`src/tx_fault_pkg.sv`:
```
package tx_fault_pkg;

  // three-level strap encoding
  typedef enum logic [1:0] {
    LVL_LOW  = 2'b00,
    LVL_MID  = 2'b01,
    LVL_HIGH = 2'b10
  } level3_e;

  localparam int          CHAR_W          = 10;
  localparam logic [9:0]  BAD_CHAR_CODE   = 10'h0e7;
  localparam int          BIST_PASS_CHARS = 511;
  localparam int          WORD_SYNC_CHARS = 16;
  localparam int          LONG_PULSE      = 17;
  localparam int          SHORT_PULSE     = 1;
  localparam logic [1:0]  TX_MODE_LL      = 2'b00;
  localparam logic [9:0]  COUNT_RESET     = 10'h000;

  // static configuration straps
  typedef struct packed {
    level3_e    parity_check_control;
    level3_e    rx_clock_source_select;
    level3_e    tx_input_clock_select;
    logic       tx_reference_clock_rate_select;
    logic [1:0] tx_operating_select;
  } tx_cfg_s;

  // one captured character with its parity
  typedef struct packed {
    logic [9:0] data;
    logic       odd_parity;
  } tx_char_s;

endpackage

```
`src/tx_path_fault_indicator.sv`:
```
`timescale 1ns/1ps

// Functional notes
// - the fault flag changes only on the reference clock, never the host input clock.
// - with parity checking on, a parity error pulses the flag for one character period.
// - with parity checking on, a character with a parity error is replaced by the forced bad code.
// - the replacement happens in encoded and bypass modes alike.
// - in self-test the flag marks each pass, one pass lasting 511 characters.
// - with receive clock select low each pass adds a 16-character word sync sequence.
// - the pass pulse lasts one period for MID and seventeen for LOW or HIGH.
// - for LOW or HIGH with mode LL no word sync is added and the pulse is one period.
// - the phase-align buffer is on unless input clock select is low with rate select low.
// - with the buffer on, a buffer slip sets a held fault, cleared by a word sync or by the phase reset low.
// - odd parity from the host is checked by XOR over the captured character.
// - at half rate both reference edges are used, modelled here as one char per clk.
module tx_path_fault_indicator
  import tx_fault_pkg::*;
(
  input  wire logic                   clk,
  input  wire logic                   sys_rst,
  input  wire tx_fault_pkg::tx_cfg_s  cfg,
  input  wire logic                   bist_enable,
  input  wire logic                   char_valid,
  input  wire tx_fault_pkg::tx_char_s char_in,
  input  wire logic                   buffer_slip,
  input  wire logic                   word_sync_done,
  input  wire logic                   tx_phase_align_reset_n,
  output logic [9:0]                  char_out,
  output logic                        char_out_valid,
  output logic                        buffer_enabled,
  output logic                        tx_fault_flag
);
  import tx_fault_pkg::*;

  // ****************************************
  // pin synchronisers
  // ****************************************
  logic       rst_meta;
  logic       rst_sync;
  logic       slip_meta;
  logic       slip_sync;

  always_ff @(posedge clk) begin
    if (sys_rst) begin
      rst_meta  <= 1'b1;
      rst_sync  <= 1'b1;
      slip_meta <= 1'b0;
      slip_sync <= 1'b0;
    end else begin
      rst_meta  <= tx_phase_align_reset_n;
      rst_sync  <= rst_meta;
      slip_meta <= buffer_slip;
      slip_sync <= slip_meta;
    end
  end

  // ****************************************
  // parity check and substitution
  // ****************************************
  logic parity_on;
  logic parity_bad;
  logic parity_pulse;

  assign parity_on  = (cfg.parity_check_control != LVL_LOW);
  assign parity_bad = parity_on && char_valid &&
                      !(^{char_in.data, char_in.odd_parity});

  always_ff @(posedge clk) begin
    if (sys_rst) begin
      char_out       <= COUNT_RESET;
      char_out_valid <= 1'b0;
      parity_pulse   <= 1'b0;
    end else begin
      char_out_valid <= char_valid;
      parity_pulse   <= parity_bad;
      if (parity_bad) begin
        char_out <= BAD_CHAR_CODE;
      end else if (char_valid) begin
        char_out <= char_in.data;
      end
    end
  end

  // ****************************************
  // self-test pass marker
  // ****************************************
  logic       sync_added;
  logic       long_pulse;
  logic [9:0] pass_len;
  logic [9:0] pass_cnt;
  logic [4:0] pulse_cnt;
  logic       pass_pulse;

  assign sync_added = (cfg.rx_clock_source_select == LVL_LOW) &&
                      (cfg.tx_operating_select != TX_MODE_LL);
  assign long_pulse = (cfg.rx_clock_source_select != LVL_MID) &&
                      (cfg.tx_operating_select != TX_MODE_LL);
  assign pass_len   = sync_added ? 10'(BIST_PASS_CHARS + WORD_SYNC_CHARS)
                                 : 10'(BIST_PASS_CHARS);
  assign pass_pulse = (pulse_cnt != 5'h00);

  always_ff @(posedge clk) begin
    if (sys_rst || !bist_enable) begin
      pass_cnt  <= COUNT_RESET;
      pulse_cnt <= 5'h00;
    end else begin
      if (pass_cnt == pass_len - 10'h001) begin
        pass_cnt  <= COUNT_RESET;
        pulse_cnt <= long_pulse ? 5'(LONG_PULSE) : 5'(SHORT_PULSE);
      end else begin
        pass_cnt <= pass_cnt + 10'h001;
        if (pulse_cnt != 5'h00) begin
          pulse_cnt <= pulse_cnt - 5'h01;
        end
      end
    end
  end

  // ****************************************
  // phase-align buffer fault
  // ****************************************
  logic buf_fault;

  assign buffer_enabled = (cfg.tx_input_clock_select != LVL_LOW) ||
                          cfg.tx_reference_clock_rate_select;

  always_ff @(posedge clk) begin
    if (sys_rst) begin
      buf_fault <= 1'b0;
    end else if (buffer_enabled && slip_sync) begin
      buf_fault <= 1'b1;
    end else if (word_sync_done || !rst_sync) begin
      buf_fault <= 1'b0;
    end
  end

  assign tx_fault_flag = parity_pulse || pass_pulse || buf_fault;

  // ****************************************
  // checks
  // ****************************************
  parity_one_pulse_a: assert property (@(posedge clk) disable iff (sys_rst)
    parity_bad ##1 !parity_bad |-> tx_fault_flag ##1 (!tx_fault_flag || pass_pulse || buf_fault))
    else $error("parity pulse width wrong");
  bad_code_sub_a: assert property (@(posedge clk) disable iff (sys_rst)
    parity_bad |=> char_out == BAD_CHAR_CODE)
    else $error("bad code not substituted");
  good_char_pass_a: assert property (@(posedge clk) disable iff (sys_rst)
    char_valid && !parity_bad |=> char_out == $past(char_in.data))
    else $error("good char altered");
  long_pulse_a: assert property (@(posedge clk) disable iff (sys_rst || !bist_enable)
    $rose(pass_pulse) && long_pulse |-> pass_pulse [*8] ##0 (pulse_cnt == 5'd10))
    else $error("long pass pulse too short");
  short_pulse_a: assert property (@(posedge clk) disable iff (sys_rst || !bist_enable)
    $rose(pass_pulse) && !long_pulse |=> !pass_pulse)
    else $error("short pass pulse too long");
  pass_wrap_a: assert property (@(posedge clk) disable iff (sys_rst || !bist_enable)
    pass_cnt == 10'd510 && !sync_added |=> pass_cnt == 10'd0 && pass_pulse)
    else $error("pass length wrong");
  sync_len_a: assert property (@(posedge clk) disable iff (sys_rst)
    sync_added |-> pass_len == 10'd527)
    else $error("word sync not added");
  buf_enable_a: assert property (@(posedge clk) disable iff (sys_rst)
    cfg.tx_input_clock_select == LVL_LOW && !cfg.tx_reference_clock_rate_select |-> !buffer_enabled)
    else $error("buffer enable wrong");
  buf_hold_a: assert property (@(posedge clk) disable iff (sys_rst)
    buf_fault && !word_sync_done && rst_sync |=> buf_fault)
    else $error("buffer fault dropped");
  flag_or_a: assert property (@(posedge clk) disable iff (sys_rst)
    buf_fault |-> tx_fault_flag)
    else $error("flag misses buffer fault");

  parity_seen_c: cover property (@(posedge clk) parity_bad);
  pass_seen_c: cover property (@(posedge clk) $rose(pass_pulse) && long_pulse);
  slip_seen_c: cover property (@(posedge clk) $rose(buf_fault));
  recenter_c: cover property (@(posedge clk) $fell(buf_fault) && !rst_sync);
  short_pass_c: cover property (@(posedge clk) $rose(pass_pulse) && !long_pulse);

  // ****************************************
  // further checks
  // ****************************************
  valid_follow_a: assert property (@(posedge clk) disable iff (sys_rst)
    char_out_valid == $past(char_valid))
    else $error("output valid not delayed input valid");
  parity_off_a: assert property (@(posedge clk) disable iff (sys_rst)
    cfg.parity_check_control == LVL_LOW && char_valid |=> char_out == $past(char_in.data))
    else $error("char replaced with parity check off");
  slip_sets_a: assert property (@(posedge clk) disable iff (sys_rst)
    buffer_enabled && slip_sync |=> buf_fault)
    else $error("buffer slip not flagged");
  slip_ignored_a: assert property (@(posedge clk) disable iff (sys_rst)
    !buffer_enabled && !buf_fault |=> !buf_fault)
    else $error("slip flagged with buffer off");
  recenter_clr_a: assert property (@(posedge clk) disable iff (sys_rst)
    !rst_sync && !(buffer_enabled && slip_sync) |=> !buf_fault)
    else $error("phase reset did not clear fault");
  flag_parity_a: assert property (@(posedge clk) disable iff (sys_rst)
    parity_pulse |-> tx_fault_flag)
    else $error("flag misses parity pulse");
  flag_pass_a: assert property (@(posedge clk) disable iff (sys_rst)
    pass_pulse |-> tx_fault_flag)
    else $error("flag misses pass pulse");
  base_len_a: assert property (@(posedge clk) disable iff (sys_rst)
    !sync_added |-> pass_len == 10'd511)
    else $error("pass length not base length");
  bist_off_a: assert property (@(posedge clk) disable iff (sys_rst)
    !bist_enable |=> !pass_pulse)
    else $error("pass pulse with self-test off");

endmodule

```
`config.mk`:
```
export PLATFORM = sky130hd
export DESIGN_NAME = tx_path_fault_indicator
export DESIGN_NICKNAME = d
export VERILOG_FILES = /design/src/tx_fault_pkg.sv /design/src/tx_path_fault_indicator.sv
export SDC_FILE = /design/constraint.sdc
export NUM_CORES = 1
export LEC_CHECK = 0
export BUFFER_PORTS_ARGS = -buffer_cell sky130_fd_sc_hd__buf_2
export CORE_MARGIN = 2
export CORE_UTILIZATION = 48
export DETAILED_ROUTE_END_ITERATION = 12
export GPL_TIMING_DRIVEN = 0
export HOLD_SLACK_MARGIN = 0.1
export PLACE_DENSITY = 0.81
export RECOVER_POWER = 50
export SYNTH_ARGS = -nofsm -noshare
export SYNTH_HDL_FRONTEND = slang
export SYNTH_SLANG_ARGS = --single-unit
```
`constraint.sdc`:
```
create_clock -name clk -period 3 [get_ports clk]
set_input_delay 0.45 -clock clk [delete_from_list [all_inputs] [get_ports clk]]
set_output_delay 0.45 -clock clk [all_outputs]
set_load 0.02 [all_outputs]
```
==> summary.md <==
| Metric | Value |
|---|---|
| Status | `complete, no violations` |
| Routed vias/inst | `5.197` |
| Clock skew | `0.008856 ns` |
| Pre-antenna DRT Iters | `4` |
| Syn Nets | `175` |
| Top cells by area, synth | `dfxtp_1 (47%), xnor2_1 (7.7%), mux2i_1 (7.3%), nor2_1 (5.5%), xor2_1 (3.2%)` |
| Highest clock rate | `0.4635 GHz` |
| H-Tree Depth | `2` |
| Worst hold path type | `primary input to flop` |
| Minimum clock period | `2.158 ns` |
| Core region area | `2734 µm²` |
| Worst hold start | `tx_phase_align_reset_n` |
| Worst-Skew Late Latency | `0.35 ns` |
| Crit start category | `flop` |
| Synth async-reset ratio | `0` |
| Util after Layout | `0.6101` |
| Syn Area/Cell | `9.457 µm²` |
| Routed wire length | `2773 µm` |
| Setup WS pre-CTS | `1.001 ns` |
| GRT Total Usage | `0.1884` |
| Drt initial violations | `29` |
| Number of buffers created by CTS | `5` |
| CP max FO | `5` |
| Logic pwr share | `0.278` |
| Sequential area share after synthesis | `0.4672` |
| Area Overhead vs Synth | `21.62%` |
| Area leader, netlist | `dfxtp_1` |
| DIE HEIGHT | `57.45 µm` |
| Layout cells sized above 1 | `0.2031` |
| Area occupied by multi-input gates | `694.4 µm²` |
| Hold Violations, Final | `0` |
| Period utilisation layout | `0.7192` |
| Power density over cell area | `690.6 nW/µm²` |
| CP required | `2.55 ns` |
| Routability cong. | `0.7738` |
| VDD IR-drop max | `0.5636 mV` |
| Synth top area share | `0.4672` |
| Worst-margin pin slew | `0.6905 ns` |
| GRT overflow | `0` |
| Initial Util | `0.5016` |
| Hold_buf cts | `0` |
| CTS tree | `built` |
| ANT nets after route | `0` |
| Setup bufs post-CTS | `0` |
| Worst-path clk slew | `0.11 ns` |
| Post-route DRC | `0` |
| Final std cells w/o fill | `223` |
| Most common cell after layout, fill and taps aside | `dfxtp_1` |
| WS Path Type | `flop to primary output` |
| Die Width | `57.45 µm` |
| Synthesis Warnings | `0` |
| Max Slew Vio Count | `0` |
| Final setup vio count | `0` |
| Filler instances | `248` |
| Worst EP arrival | `1.71 ns` |
| First-pass GRT wire length | `4733 µm` |
| Die footprint | `3301 µm²` |
| Leakage | `0.6932 nW` |
| Number of flops mapped to enable cells by yosys | `0` |
| Sequential power share | `0.428` |
| # nets final | `221` |
| Clock share of power | `0.294` |
| Final worst slack | `0.8424 ns` |
| Vias in the first global route | `1194` |
| Max-Slew Margin vs Limit | `0.5396` |
| Storage element area | `640.6 µm²` |
| Core Rows | `19` |
| Ant. Diodes | `0` |
| Final Power | `1.152 mW` |
| Post-cts resize count | `0` |
| Crit path launch | `pulse_cnt[0]` |
| Port bufs | `39` |
| Initial antenna violation count | `0` |
| Synthesized cell area | `1371 µm²` |
| P_sw | `371.6 µW` |
| Setup tns final | `0 ns` |
| IO Count | `40` |
| Switching Fraction | `0.3226` |
| CP endpoint kind | `primary output` |
| Detail Placement HPWL | `2146 µm` |
| RSZ-0062 raised after global routing | `no` |
| Clock sink total | `32` |
| RR Startpoint | `pass_cnt[4]` |
| WL/cell | `12.43 µm` |
| Max Root-Sink Buffers | `2` |
| Int Pwr | `780.2 µW` |
| Synthesized flop and latch total | `32` |
| Top_reg_cell synth | `dfxtp_1` |
| Largest net degree at the start of global routing | `13` |
| Root buffer cell | `clkbuf_4` |
| Placed cells | `215` |
| DR vias | `1159` |
| Cell variety after synth | `29` |
| Max Cap Viol | `0` |
| Commonest non-fill, non-tap cells in the layout | `dfxtp_1 (32), buf_2 (27), nor2_1 (20)` |
| Cell count after synthesis | `145` |
==> synth_stat cells, types with 3 or more instances <==
library cell and number:
nand3_1 5, o21ai_0 8, nor2_1 20, a21oi_1 4, mux2i_1 10, dfxtp_1 32
xnor2_1 12, nor3_1 5, inv_1 5, or3_1 4, ha_1 3, xor2_1 5
or2_2 4, nand2b_1 3, nor2b_1 4, nand2_1 5
==> final timing paths <==
| check | slack [ns] | endpoint | cells past startpoint |
|---|---|---|---|
| setup / recovery | 0.84 | tx_fault_flag | 5 |
| hold / removal | 0.27 | rst_meta | 2 |
| setup reg to reg | 1.27 | pass_cnt[6] | 6 |
| hold reg to reg | 0.42 | rst_sync | 1 |
==> registers in the layout, indices dropped and copies added (netlist names) <==
name	count
char_out	10
pass_cnt	10
pulse_cnt	5
buf_fault	1
char_out_valid	1
parity_pulse	1
rst_meta	1
rst_sync	1
slip_meta	1
slip_sync	1
==> cells by family after synthesis <==
group,after synthesis,synth area share
xor gates and xnor gates,18,0.1250
AOI/OAI and AO/OA,15,0.06205
buffers and inverters,8,0.02280
adders and majority gates,3,0.02738
DFF,32,0.4672
and+or+nand+nor,59,0.2226
muxes,10,0.07300
==> routing by layer <==
metal / wire (µm) / vias up / GRT usage
met4: 52 / 0 / 0.1163
met2: 1427 / 36 / 0.3263
met1: 1129 / 533 / 0.1937
met3: 164 / 6 / 0.06349
met5: 0 / - / 0
li1: - / 584 / -
==> final cells by class <==
cell class | count | area share
Inverter | 5 | 0.01125
Multi-Input combinational cell | 105 | 0.4164
Sequential cell | 32 | 0.3841
Clock buffer | 5 | 0.02251
Clock inverter | 3 | 0.02776
Buffer | 3 | 0.007502
Timing Repair Buffer | 39 | 0.1073
Tap cell | 31 | 0.02326
==> worst max-delay path, stage by stage, from the launching register on <==
cell	delay, ns
dfxtp_1	0.33
inv_1	0.09
ha_1	0.23
nand3b_1	0.20
or3_1	0.35
buf_2	0.16
==> stage by stage <==
stage / area, µm² / hold WS [ns]
after global routing: 1668 / 0.2638
after detailed placement: 1605 / 0.4000
after CTS: 1689 / 0.2625
final: 1668 / 0.2745
after global placement: 1605 / 0.3920
after floorplan: 1371 / 0.3895
==> power by group through the flow <==
stage | registers (mW) | logic [mW] | clock network [mW]
final | 0.493 | 0.320 | 0.339
after detailed placement | 0.501 | 0.330 | 0
after CTS | 0.492 | 0.333 | 0.345
after global routing | 0.497 | 0.363 | 0.359
after floorplan | 0.523 | 0.214 | 0
after global placement | 0.499 | 0.317 | 0
Power figures use the tool's default switching activity.
